## src/pkg/adc_seq_pkg.sv

```systemverilog
// package for the converter sequencer: register map, field layout, timing
// assumes a 32-bit apb slave with word-aligned registers
package adc_seq_pkg;

  // ****************************************************
  // register map
  // ****************************************************
  localparam logic [7:0] OFS_INPUT_SELECT = 8'h00;
  localparam logic [7:0] OFS_CONTROL_A    = 8'h04;
  localparam logic [7:0] OFS_CONTROL_B    = 8'h08;
  localparam logic [7:0] OFS_RESULT_LOW   = 8'h0C;
  localparam logic [7:0] OFS_RESULT_HIGH  = 8'h10;

  // ****************************************************
  // field positions
  // ****************************************************
  // input_select_register: [3:0] channel, [4] left adjust, [7:5] reference
  localparam int CHAN_LSB  = 0;
  localparam int LADJ_BIT  = 4;
  localparam int REF_LSB   = 5;
  // converter_control_a: [2:0] prescale, [3] done flag, [4] auto trigger,
  // [5] start, [6] enable
  localparam int PS_LSB    = 0;
  localparam int DONE_BIT  = 3;
  localparam int ATE_BIT   = 4;
  localparam int START_BIT = 5;
  localparam int EN_BIT    = 6;
  // converter_control_b: [2:0] trigger select
  localparam int TS_LSB    = 0;

  localparam logic [3:0] CHAN_TEMPERATURE = 4'hF;
  localparam logic [2:0] TS_FREE_RUN      = 3'h0;

  // ****************************************************
  // timing, in converter clock cycles (half cycles for sampling)
  // ****************************************************
  localparam int NORMAL_CYCLES  = 13;
  localparam int FIRST_CYCLES   = 25;
  localparam int NORMAL_SH_HALF = 3;
  localparam int FIRST_SH_HALF  = 27;
  localparam int AUTO_SH_HALF   = 4;

  typedef struct packed {
    logic [3:0] channel;
    logic [2:0] reference;
  } selection_type;

  typedef enum logic [1:0] {
    ST_IDLE = 2'b00,
    ST_WAIT = 2'b01,
    ST_CONV = 2'b11
  } state_type;

endpackage

```

## src/logic/sar_adc_sequencer.sv

```systemverilog
// sar_adc_sequencer: control of a 10-bit successive-approximation converter
// assumes an apb master on pclk and an analog core that answers sar_bit
`timescale 1ns/1ps
`default_nettype none

module sar_adc_sequencer #(
  parameter int TRIG_COUNT = 8
) (
  input  wire logic        pclk,
  input  wire logic        presetn,
  input  wire logic        clk_en,
  input  wire logic        psel,
  input  wire logic        penable,
  input  wire logic        pwrite,
  input  wire logic [7:0]  paddr,
  input  wire logic [31:0] pwdata,
  output logic      [31:0] prdata,
  output logic             pready,
  output logic             pslverr,
  input  wire logic [TRIG_COUNT-1:0] trigger_sources,
  input  wire logic        sar_bit,
  output logic      [3:0]  channel_select,
  output logic      [2:0]  reference_select,
  output logic             analog_power,
  output logic             sample_hold,
  output logic      [9:0]  sar_trial
);

  if (TRIG_COUNT < 2 || TRIG_COUNT > 8) begin : bad_trig_count
    $error("TRIG_COUNT must be 2..8");
  end

  // ****************************************************
  // registers
  // ****************************************************
  logic [7:0] insel_q;
  logic [2:0] ps_q;
  logic       done_q;
  logic       ate_q;
  logic       start_q;
  logic       en_q;
  logic [2:0] ts_q;
  logic [9:0] result_q;
  logic       lock_q;
  logic       first_q;
  logic [7:0] presc_q;
  logic       trig_q;
  logic       sync1_q;
  logic       sync2_q;
  logic       pend_q;
  adc_seq_pkg::state_type state_q;
  logic [5:0] half_q;
  logic       auto_q;
  logic [9:0] sar_q;
  logic [3:0] bit_q;
  adc_seq_pkg::selection_type sel_q;

  // ****************************************************
  // bus decode
  // ****************************************************
  wire acc     = psel && penable;
  wire wr      = acc && pwrite;
  wire rd      = acc && !pwrite;
  wire hit_is  = paddr == adc_seq_pkg::OFS_INPUT_SELECT;
  wire hit_a   = paddr == adc_seq_pkg::OFS_CONTROL_A;
  wire hit_b   = paddr == adc_seq_pkg::OFS_CONTROL_B;
  wire hit_lo  = paddr == adc_seq_pkg::OFS_RESULT_LOW;
  wire hit_hi  = paddr == adc_seq_pkg::OFS_RESULT_HIGH;
  wire mapped  = hit_is | hit_a | hit_b | hit_lo | hit_hi;
  wire wr_a    = wr && hit_a && clk_en;
  wire start_w = wr_a && pwdata[adc_seq_pkg::START_BIT];
  wire clr_done = wr_a && pwdata[adc_seq_pkg::DONE_BIT];
  wire rd_lo   = rd && hit_lo && clk_en;
  wire rd_hi   = rd && hit_hi && clk_en;

  assign pready  = 1'b1;
  assign pslverr = acc && !mapped;

  wire [7:0] res_lo = insel_q[adc_seq_pkg::LADJ_BIT] ?
                      {result_q[1:0], 6'h00} : result_q[7:0];
  wire [7:0] res_hi = insel_q[adc_seq_pkg::LADJ_BIT] ?
                      result_q[9:2] : {6'h00, result_q[9:8]};

  wire [7:0] reg_a = {1'b0, en_q, start_q, ate_q, done_q, ps_q};

  wire [7:0] rsel =
    hit_is ? insel_q :
    hit_a  ? reg_a :
    hit_b  ? {5'h00, ts_q} :
    hit_lo ? res_lo :
    hit_hi ? res_hi : 8'h00;

  always_ff @(posedge pclk or negedge presetn) begin
    if (!presetn) begin
      prdata <= 32'h0000_0000;
    end else if (clk_en && psel && !penable) begin
      prdata <= {24'h00_0000, rsel};
    end
  end

  // ****************************************************
  // prescaler
  // ****************************************************
  wire [7:0] presc_next = 8'(presc_q + 8'h01);
  // divide by 2^(ps+1), the converter clock toggles at bit ps
  wire half_tick = presc_next[ps_q] != presc_q[ps_q];
  wire adc_rise  = half_tick && !presc_next[ps_q];

  // ****************************************************
  // trigger
  // ****************************************************
  wire free_run = ts_q == adc_seq_pkg::TS_FREE_RUN;
  wire trig_lvl = int'(ts_q) < TRIG_COUNT && trigger_sources[ts_q];
  wire trig_edge = sync2_q && !trig_q;
  wire busy     = state_q != adc_seq_pkg::ST_IDLE;
  wire auto_go  = en_q && ate_q && !free_run && trig_edge && !busy;

  wire last_half = half_q == 6'(2 * (first_q ? adc_seq_pkg::FIRST_CYCLES
                                       : adc_seq_pkg::NORMAL_CYCLES) - 1);
  wire conv_end = state_q == adc_seq_pkg::ST_CONV && half_tick && last_half;
  wire [5:0] sh_n = auto_q ? 6'(adc_seq_pkg::AUTO_SH_HALF) :
                    first_q ? 6'(adc_seq_pkg::FIRST_SH_HALF) :
                    6'(adc_seq_pkg::NORMAL_SH_HALF);
  wire restart  = conv_end && ate_q && free_run;

  always_ff @(posedge pclk or negedge presetn) begin
    if (!presetn) begin
      presc_q <= 8'h00;
    end else if (clk_en) begin
      if (!en_q || auto_go) begin
        presc_q <= 8'h00;
      end else begin
        presc_q <= presc_next;
      end
    end
  end

  always_ff @(posedge pclk or negedge presetn) begin
    if (!presetn) begin
      sync1_q <= 1'b0;
      sync2_q <= 1'b0;
      trig_q  <= 1'b0;
    end else if (clk_en) begin
      sync1_q <= trig_lvl;
      sync2_q <= sync1_q;
      trig_q  <= sync2_q;
    end
  end

  // ****************************************************
  // control registers
  // ****************************************************
  always_ff @(posedge pclk or negedge presetn) begin
    if (!presetn) begin
      insel_q <= 8'h00;
      ps_q    <= 3'h0;
      ate_q   <= 1'b0;
      en_q    <= 1'b0;
      ts_q    <= 3'h0;
    end else if (clk_en && wr) begin
      if (hit_is) begin
        insel_q <= pwdata[7:0];
      end
      if (hit_a) begin
        ps_q  <= pwdata[adc_seq_pkg::PS_LSB +: 3];
        ate_q <= pwdata[adc_seq_pkg::ATE_BIT];
        en_q  <= pwdata[adc_seq_pkg::EN_BIT];
      end
      if (hit_b) begin
        ts_q <= pwdata[adc_seq_pkg::TS_LSB +: 3];
      end
    end
  end

  // ****************************************************
  // conversion sequencer
  // ****************************************************
  always_ff @(posedge pclk or negedge presetn) begin
    if (!presetn) begin
      state_q <= adc_seq_pkg::ST_IDLE;
      start_q <= 1'b0;
      half_q  <= 6'h00;
      auto_q  <= 1'b0;
      first_q <= 1'b1;
    end else if (clk_en) begin
      if (!en_q) begin
        state_q <= adc_seq_pkg::ST_IDLE;
        start_q <= 1'b0;
        first_q <= 1'b1;
      end else begin
        case (state_q)
          adc_seq_pkg::ST_IDLE: begin
            if (auto_go) begin
              state_q <= adc_seq_pkg::ST_CONV;
              start_q <= 1'b1;
              auto_q  <= 1'b1;
              half_q  <= 6'h00;
            end else if (start_w) begin
              state_q <= adc_seq_pkg::ST_WAIT;
              start_q <= 1'b1;
              auto_q  <= 1'b0;
            end
          end
          adc_seq_pkg::ST_WAIT: begin
            if (adc_rise) begin
              state_q <= adc_seq_pkg::ST_CONV;
              half_q  <= 6'h00;
            end
          end
          adc_seq_pkg::ST_CONV: begin
            if (half_tick) begin
              half_q <= 6'(half_q + 6'h01);
            end
            if (conv_end) begin
              first_q <= 1'b0;
              half_q  <= 6'h00;
              auto_q  <= 1'b0;
              if (restart) begin
                state_q <= adc_seq_pkg::ST_CONV;
              end else begin
                state_q <= adc_seq_pkg::ST_IDLE;
                start_q <= 1'b0;
              end
            end
          end
          default: begin
            state_q <= adc_seq_pkg::ST_IDLE;
          end
        endcase
      end
    end
  end

  // hold pulse at the chosen half cycle
  wire sh_now = state_q == adc_seq_pkg::ST_CONV && half_tick &&
                half_q == sh_n - 6'h01;
  wire sar_run = state_q == adc_seq_pkg::ST_CONV && adc_rise &&
                 half_q >= sh_n && bit_q != 4'h0;

  // one trial bit per converter clock after the hold
  always_ff @(posedge pclk or negedge presetn) begin
    if (!presetn) begin
      sar_q       <= 10'h000;
      bit_q       <= 4'h0;
      sample_hold <= 1'b0;
    end else if (clk_en) begin
      sample_hold <= sh_now;
      if (sh_now) begin
        sar_q <= 10'h200;
        bit_q <= 4'hA;
      end else if (sar_run) begin
        bit_q <= 4'(bit_q - 4'h1);
        if (!sar_bit) begin
          sar_q[bit_q - 4'h1] <= 1'b0;
        end
        if (bit_q > 4'h1) begin
          sar_q[bit_q - 4'h2] <= 1'b1;
        end
      end
    end
  end

  assign sar_trial = sar_q;

  // ****************************************************
  // result, lock, done flag
  // ****************************************************
  always_ff @(posedge pclk or negedge presetn) begin
    if (!presetn) begin
      result_q <= 10'h000;
      lock_q   <= 1'b0;
      done_q   <= 1'b0;
    end else if (clk_en) begin
      if (conv_end && !lock_q) begin
        result_q <= sar_q;
      end
      if (rd_lo) begin
        lock_q <= 1'b1;
      end else if (rd_hi) begin
        lock_q <= 1'b0;
      end
      if (conv_end) begin
        done_q <= 1'b1;
      end else if (clr_done) begin
        done_q <= 1'b0;
      end
    end
  end

  // ****************************************************
  // analog side selections
  // ****************************************************
  // track while idle, freeze during conversion, track in last cycle
  wire track = !busy || (state_q == adc_seq_pkg::ST_CONV &&
               half_q >= 6'(2 * (first_q ? adc_seq_pkg::FIRST_CYCLES
                               : adc_seq_pkg::NORMAL_CYCLES) - 2));
  always_ff @(posedge pclk or negedge presetn) begin
    if (!presetn) begin
      sel_q <= '0;
    end else if (clk_en && track) begin
      sel_q.channel   <= insel_q[adc_seq_pkg::CHAN_LSB +: 4];
      sel_q.reference <= insel_q[adc_seq_pkg::REF_LSB +: 3];
    end
  end

  // the analog core decodes these codes, temperature at 4'hF
  assign channel_select   = en_q ? sel_q.channel : 4'h0;
  assign reference_select = en_q ? sel_q.reference : 3'h0;
  assign analog_power     = en_q;

  // ****************************************************
  // checks
  // ****************************************************
  AST_START_BUSY: assert property (@(posedge pclk) disable iff (!presetn)
    busy |-> start_q) else $error("start bit low during conversion");
  AST_DONE_SET: assert property (@(posedge pclk) disable iff (!presetn)
    clk_en && conv_end |=> done_q) else $error("done flag not set");
  AST_LOCK_HOLD: assert property (@(posedge pclk) disable iff (!presetn)
    lock_q |=> $stable(result_q)) else $error("result changed while locked");
  AST_OFF_IDLE: assert property (@(posedge pclk) disable iff (!presetn)
    clk_en && !en_q |=> presc_q == 8'h00) else $error("prescaler not held");
  AST_SINGLE_CLR: assert property (@(posedge pclk) disable iff (!presetn)
    clk_en && conv_end && !ate_q && en_q |=> !start_q)
    else $error("start bit not cleared");
  AST_FREE_RUN: assert property (@(posedge pclk) disable iff (!presetn)
    clk_en && restart && en_q |=> state_q == adc_seq_pkg::ST_CONV)
    else $error("free running did not restart");
  AST_NO_RETRIG: assert property (@(posedge pclk) disable iff (!presetn)
    clk_en && en_q && busy && trig_edge
    |=> presc_q == 8'($past(presc_q) + 8'h01))
    else $error("edge taken while busy");
  AST_AUTO_START: assert property (@(posedge pclk) disable iff (!presetn)
    clk_en && auto_go
    |=> state_q == adc_seq_pkg::ST_CONV && presc_q == 8'h00)
    else $error("trigger edge did not start");
  AST_SEL_FROZEN: assert property (@(posedge pclk) disable iff (!presetn)
    busy && !track |=> $stable(sel_q))
    else $error("selection moved in conversion");
  AST_WAIT_EDGE: assert property (@(posedge pclk) disable iff (!presetn)
    state_q == adc_seq_pkg::ST_WAIT && clk_en && en_q && !adc_rise
    |=> state_q == adc_seq_pkg::ST_WAIT) else $error("start before edge");
  COV_SINGLE: cover property (@(posedge pclk) start_w ##[1:200] conv_end);
  COV_AUTO: cover property (@(posedge pclk) auto_go);
  COV_LOST: cover property (@(posedge pclk) conv_end && lock_q);

endmodule

`default_nettype wire

```

## config.mk

```make
export PLATFORM = sky130hd
export DESIGN_NAME = sar_adc_sequencer
export DESIGN_NICKNAME = d
export VERILOG_FILES = /design/src/pkg/adc_seq_pkg.sv /design/src/logic/sar_adc_sequencer.sv
export SDC_FILE = /design/constraint.sdc
export NUM_CORES = 1
export LEC_CHECK = 0
export BUFFER_PORTS_ARGS = -buffer_cell sky130_fd_sc_hd__buf_2
export CORE_UTILIZATION = 45
export DETAILED_ROUTE_END_ITERATION = 10
export PLACE_DENSITY_LB_ADDON = 0.08
export SLEW_MARGIN = 40
export SYNTH_ARGS = -nofsm -noshare
export SYNTH_HDL_FRONTEND = slang
export SYNTH_SLANG_ARGS = --single-unit
export TNS_END_PERCENT = 50
```

## constraint.sdc

```tcl
create_clock -name pclk -period 8.15 [get_ports pclk]
set_input_delay 0.4075 -clock pclk [delete_from_list [all_inputs] [get_ports pclk]]
set_output_delay 0.4075 -clock pclk [all_outputs]
set_load 0.005 [all_outputs]
```

# After elaboration in Yosys (flattened, before gate mapping)
# Cells that the tools add are included.
dict set report classes {
  add_sub_neg 7
  order_cmp 9
  n_eq_ne 21
  n_mux 60
  bitwise_logic 7
  reduce_logical 67
}
# operator count
set ops {}
lappend ops {{10-bit two-way mux} 7}
lappend ops {{8-bit two-way mux} 8}
lappend ops {{1-bit logical AND} 34}
lappend ops {{6-bit two-way mux} 4}
lappend ops {{1-bit two-way mux} 19}
lappend ops {{6-bit one-hot mux with 3 select lines} 1}
lappend ops {{8-bit by 4-bit equality test with 1-bit output, second input constant} 2}
lappend ops {{5-bit two-way mux} 3}
lappend ops {{3-bit != test, second input constant} 5}
lappend ops {{2-bit AND reduction} 7}
lappend ops {{6-bit equality test} 2}
lappend ops {{2-bit two-way mux} 6}
lappend ops {{4-bit two-way mux} 3}
lappend ops {{6-bit by 2-bit subtractor with 6-bit output, second input constant} 2}
lappend ops {{10-bit bitwise AND} 1}
lappend ops {{4-bit by 5-bit less-than comparator with 1-bit output, second input constant} 2}
lappend ops {{10-bit inverter} 1}
lappend ops {{10-bit OR} 1}
lappend ops {{5-bit AND reduction} 2}
lappend ops {{2-bit nonzero test} 5}
lappend ops {{1-bit binary-select mux with 3-bit select} 3}
lappend ops {{1-bit logical NOT} 9}
lappend ops {{8-bit by 1-bit adder with 8-bit output, second input constant} 1}
lappend ops {{1-bit demux with 4-bit select} 2}
lappend ops {{31 further kinds} 41}
dict set report word_totals {
  regBits 80
  in_bits 55
  out_inout_bits 53
  elab_cells 194
}

# Logic depth before layout (Yosys ltp)
dict set report depth {
  word_depth 15
  ltp_mapped 13
  depth_no_buf 12
}

# Worst setup path after synthesis
# No wires, ideal clock.
dict set report synth_path {
  kind {reg2reg}
  from {register presc_q[0]}
  to {register result_q[0]}
  setup_time_ps 125
  arrival_ps 3471
  required_ps 8025
  setup_slack_ps 4554
  stages_incl_launch_ff 13
  n_path_buf 0
  period_less_slack_ps 3596
  path_cell_list {dfrtp_1 ha_1 nand3_1 xor2_1 inv_1 mux4_2 a211oi_1 ha_1 or2_2 nor3_1 nand2_1 nor2_1 mux2_2}
}
dict set report synth_between {
  elab_chain_cells 8
  word_cells_on_any_way 10
  cone_classes {add/sub (1); eq/ne (1); mux (4); reduce/logical (4)}
}
# element line
set synth_lines {}
lappend synth_lines {{start, declared} sar_adc_sequencer.sv:46} ;# logic [7:0] presc_q;
lappend synth_lines {{start signal, assigned} sar_adc_sequencer.sv:133} ;# presc_q <= presc_next;
lappend synth_lines {{8-bit by 1-bit adder with 8-bit output} sar_adc_sequencer.sv:104} ;# wire [7:0] presc_next = 8'(presc_q + 8'h01);
lappend synth_lines {{1-bit binary-select mux with 3-bit select} sar_adc_sequencer.sv:106} ;# wire half_tick = presc_next[ps_q] != presc_q[ps_q];
lappend synth_lines {{1-bit two-way mux (implied by the code)} sar_adc_sequencer.sv:106}
lappend synth_lines {{1-bit != test *} sar_adc_sequencer.sv:106}
lappend synth_lines {{1-bit logical AND * (2 in a row)} sar_adc_sequencer.sv:120} ;# wire conv_end = state_q == adc_seq_pkg::ST_CONV && half_tick && last_half;
lappend synth_lines {{1-bit logical AND *} sar_adc_sequencer.sv:274} ;# if (conv_end && !lock_q) begin
lappend synth_lines {{2-bit AND reduction (no line) *} -}
lappend synth_lines {{end signal, assigned} sar_adc_sequencer.sv:275} ;# result_q <= sar_q;
lappend synth_lines {{end, declared} sar_adc_sequencer.sv:43} ;# logic [9:0] result_q;
# Every way passes the cells marked *; elsewhere a longest branch is shown, timed or not. The select of a mux whose other input is x is not followed.
# A chain may end at the register's enable or synchronous reset.

# Worst setup path after layout
dict set report layout_path {
  from {register presc_q[1]}
  to {register sar_q[5], in the netlist sar_trial[5]}
}
dict set report layout_between {
  elab_chain_cells 10
  word_cells_on_any_way 16
  cone_classes {add/sub (1); eq/ne (1); mux (5); reduce/logical (9)}
}
# element line
set layout_lines {}
lappend layout_lines {{8-bit by 1-bit adder with 8-bit output} sar_adc_sequencer.sv:104}
lappend layout_lines {{1-bit binary-select mux with 3-bit select} {sar_adc_sequencer.sv:106, sar_adc_sequencer.sv:107}}
lappend layout_lines {{1-bit two-way mux (implied by the code)} {sar_adc_sequencer.sv:106, sar_adc_sequencer.sv:107}}
lappend layout_lines {{1-bit != test or 1-bit logical NOT (tied branches)} {sar_adc_sequencer.sv:106, sar_adc_sequencer.sv:107}}
lappend layout_lines {{1-bit logical AND} sar_adc_sequencer.sv:107} ;# wire adc_rise = half_tick && !presc_next[ps_q];
lappend layout_lines {{1-bit logical AND (2 in a row)} sar_adc_sequencer.sv:237} ;# wire sar_run = state_q == adc_seq_pkg::ST_CONV && adc_rise &&
lappend layout_lines {{1-bit logical AND} sar_adc_sequencer.sv:238} ;# half_q >= sh_n && bit_q != 4'h0;
lappend layout_lines {{2-bit nonzero test (no line)} -}
lappend layout_lines {{2-bit AND reduction (no line)} -}
lappend layout_lines {{end signal, assigned} sar_adc_sequencer.sv:243} ;# sar_q <= 10'h000;
lappend layout_lines {{end signal, assigned} sar_adc_sequencer.sv:249} ;# sar_q <= 10'h200;
lappend layout_lines {{end signal, assigned by index} sar_adc_sequencer.sv:254} ;# sar_q[bit_q - 4'h1] <= 1'b0;
lappend layout_lines {{end, declared} sar_adc_sequencer.sv:54} ;# logic [9:0] sar_q;
# Several ways; a longest one is shown, not always the timed one. The select of a mux whose other input is x is not followed.

==> results by group <==
Outcome
  • Status: complete, no violations

Synthesis
  • Area share of the largest cell type after synthesis: 0.3967
  • Distinct cells, synth: 63
  • Share of the yosys chip area belonging to registers: 0.4020
  • Synth Flop Type: dfrtp_1
  • Area of the mapped netlist: 0.004984 mm²
  • Synth area leader: dfrtp_1
  • Synth area leaders: dfrtp_1 40%, mux2_2 6.6%, ha_1 4.5%
  • Yosys warns: 0
  • Syn Area/Cell: 9.868 µm²
  • Most instantiated cells after synthesis: 79 x dfrtp_1, 44 x nand2_1, 32 x o21ai_0, 29 x mux2_2, 25 x buf_4
  • Mapped Cells: 505
  • Post-synth EDFFs: 0
  • #FFs+latches synth: 80
  • Top-count cell post-synth: dfrtp_1
  • Post-synth ARST share: 1.000

Power
  • Leak: 2.544 nW
  • Clock share of power: 0.379
  • Overall Power: 730.9 µW
  • Net switching power: 199.1 µW
  • Combinational share of power: 0.067
  • Maximum vdd drop: 0.07187 mV
  • Register share of total power: 0.554
  • PD cells: 134.3 mW/mm²
  • Internal cell power: 531.8 µW
  • Switching Share: 0.2725

Timing
  • Min Tclk post-route: 3.896 ns
  • Period Utilization, post-route: 0.4780
  • Final hold vios: 0
  • Relative slew slack: 0.4683
  • Final WS setup: 4.255 ns
  • # setup viols final: 0
  • Count of final max-slew check failures: 0
  • Least-Margin Pin Slew: 0.7915 ns
  • FMAX: 256.7 MHz
  • Total negative slack: 0 ns
  • Hold_ws: 0.06181 ns
  • Clock Skew: 0.007914 ns
  • RSZ-0062 raised after global routing: false

Clocking
  • CTS tree: yes
  • Post_cts resized: 0
  • Clock Sinks: 80
  • Num CTS Buffers: 9
  • Post-CTS setup buffers: 0
  • Max Root-Sink Buffers: 2
  • Clk_lat worst skew: 0.37 ns
  • CTS HTree Levels: 3
  • Clk slew on worst S/H paths: 0.09 ns
  • Root buf cell: clkbuf_8
  • Cts hold-fix bufs: 0

Run
  • Max Cap Viol: 0

GRT
  • Global-route wire length before repair: 19240 µm
  • Via count of the first global-routing pass: 3726
  • Total GRT Usage: 0.2170
  • Antenna violations before repair: 0
  • Largest net degree at the start of global routing: 81
  • Global route overflow: 0

Die
  • Chip height: 107.2 µm
  • Die area: 0.01150 mm²
  • I/O pin cnt: 108
  • Core Footprint: 0.01079 mm²
  • Die Wd: 107.2 µm
  • Row count: 38
  • Initial Utilization: 0.4617

Finish
  • Share of layout cells above drive strength 1: 0.2297
  • Nets: 621
  • Final core occ: 0.5044
  • Sequential cell area: 0.002003 mm²
  • Fin cells: 693
  • Cell area after layout: 0.005444 mm²
  • Diodes inserted: 0
  • Multi-input logic area: 0.002685 mm²
  • P&R area growth vs syn: 9.239%
  • Filler cells: 1023

Worst setup path
  • Arrival @ worst endpoint: 4.14 ns
  • Maximum fanout along the worst path: 13
  • Critical Path RT: 8.39 ns
  • Crit Path Class: flop to flop
  • Critical path launch point type: flop
  • Crit. End Element: flop

Route
  • Vias per std cell: 5.734
  • DR WL/cell: 17.15 µm
  • Drt drc: 0
  • Vias post-DR: 3974
  • DRT iter0 DRCs: 244
  • Post-DRT Antenna Nets: 0
  • Drt first pass iters: 5
  • Wirelength, routed: 11890 µm

Place
  • Post-place setup slack: 4.033 ns
  • DP HPWL: 8560 µm
  • DP Area: 0.005256 mm²
  • Final GP Congestion: 0.8825
  • Port buffer count: 58
  • Cells after DPL: 677

Min path
  • Worst hold path type: input port to async pin
power by group through the flow:
stage	sequential (mW)	clock [mW]	combinational [mW]
after global placement	0.413	0	0.0486
after CTS	0.405	0.289	0.0494
after detailed placement	0.413	0	0.0493
final	0.405	0.277	0.0491
after floorplan	0.412	0	0.0331
after global routing	0.405	0.299	0.0556
cell families after synthesis:
group | count (synthesis) | synth area share
multiplexers | 48 | 0.1243
buffers and inverters | 75 | 0.07833
flip-flops | 80 | 0.4020
other | 2 | 0.001507
adder cells (fa/ha/maj) | 18 | 0.04519
AND/OR/NAND/NOR | 154 | 0.1627
AO/OA/AOI/OAI | 116 | 0.1650
XOR/XNOR | 12 | 0.02109
worst max-delay path: stages (launching register included):
cell and delay (ns):
dfrtp_1 0.43, ha_1 0.28, nand3_1 0.17, xor2_1 0.20, inv_1 0.05, mux4_2 0.46, a211oi_1 0.27, ha_1 0.28
or2_2 0.35, nor3_1 0.33, nand2_1 0.40, o2111a_1 0.28, a221o_1 0.28
state kept, by name (all words and copies together), names as in the netlist, 2 cells and up:
register / cells
state_q: 2
ps_q: 3
sar_trial: 10
sel_q: 7
result_q: 10
ts_q: 3
presc_q: 8
prdata: 8
insel_q: 8
bit_q: 4
half_q: 6
layout by cell type, fill, tap and decap left out, types with 6 or more instances in the layout:
master	n
conb_1	25
nor2_1	19
nor2b_1	6
and2_1	11
ha_1	18
o21ai_0	32
nor3_1	9
nand3_1	18
buf_2	57
nand4_1	6
dfrtp_1	79
nand2_1	44
a21oi_1	9
nand2b_1	10
o31ai_1	6
a22o_1	6
clkbuf_8	9
xor2_1	7
mux2i_1	6
mux2_2	29
nor4_1	6
inv_1	24
mux2_4	8
path summary, 6_finish.rpt:
path                                        start  slack [ns]                        to  cells past startpoint
max                        presc_q[1]$_DFFE_PN0P_        4.25  sar_trial[5]$_DFFE_PN0P_                     12
min                                       presetn        0.06    insel_q[2]$_DFFE_PN0P_                      1
max reg2reg                presc_q[1]$_DFFE_PN0P_        4.25  sar_trial[5]$_DFFE_PN0P_                     12
min reg2reg                 prdata[5]$_DFFE_PN0P_        0.49     prdata[5]$_DFFE_PN0P_                      2
max in group asynchronous                 presetn        7.56      bit_q[1]$_DFFE_PN0P_                      1
min in group pclk                       pwdata[7]        0.28    insel_q[7]$_DFFE_PN0P_                      2
layer usage:
metal / GRT usage / share of wire / up-vias
li1: - / - / 1898
met5: 0 / 0 / -
met1: 0.2971 / 0.48 / 1966
met4: 0.07143 / 0.015 / 0
met2: 0.3567 / 0.48 / 96
met3: 0.02614 / 0.035 / 14
cell type report:
type	instances	share of cell area
clock buffers	9	0.02275
well taps	140	0.03218
clock inverters	7	0.01011
flip-flops and latches	80	0.3680
inverters	24	0.01655
repair buffers	60	0.05723
multi-input cells	373	0.4932
(Power assumes the default switching activity.)
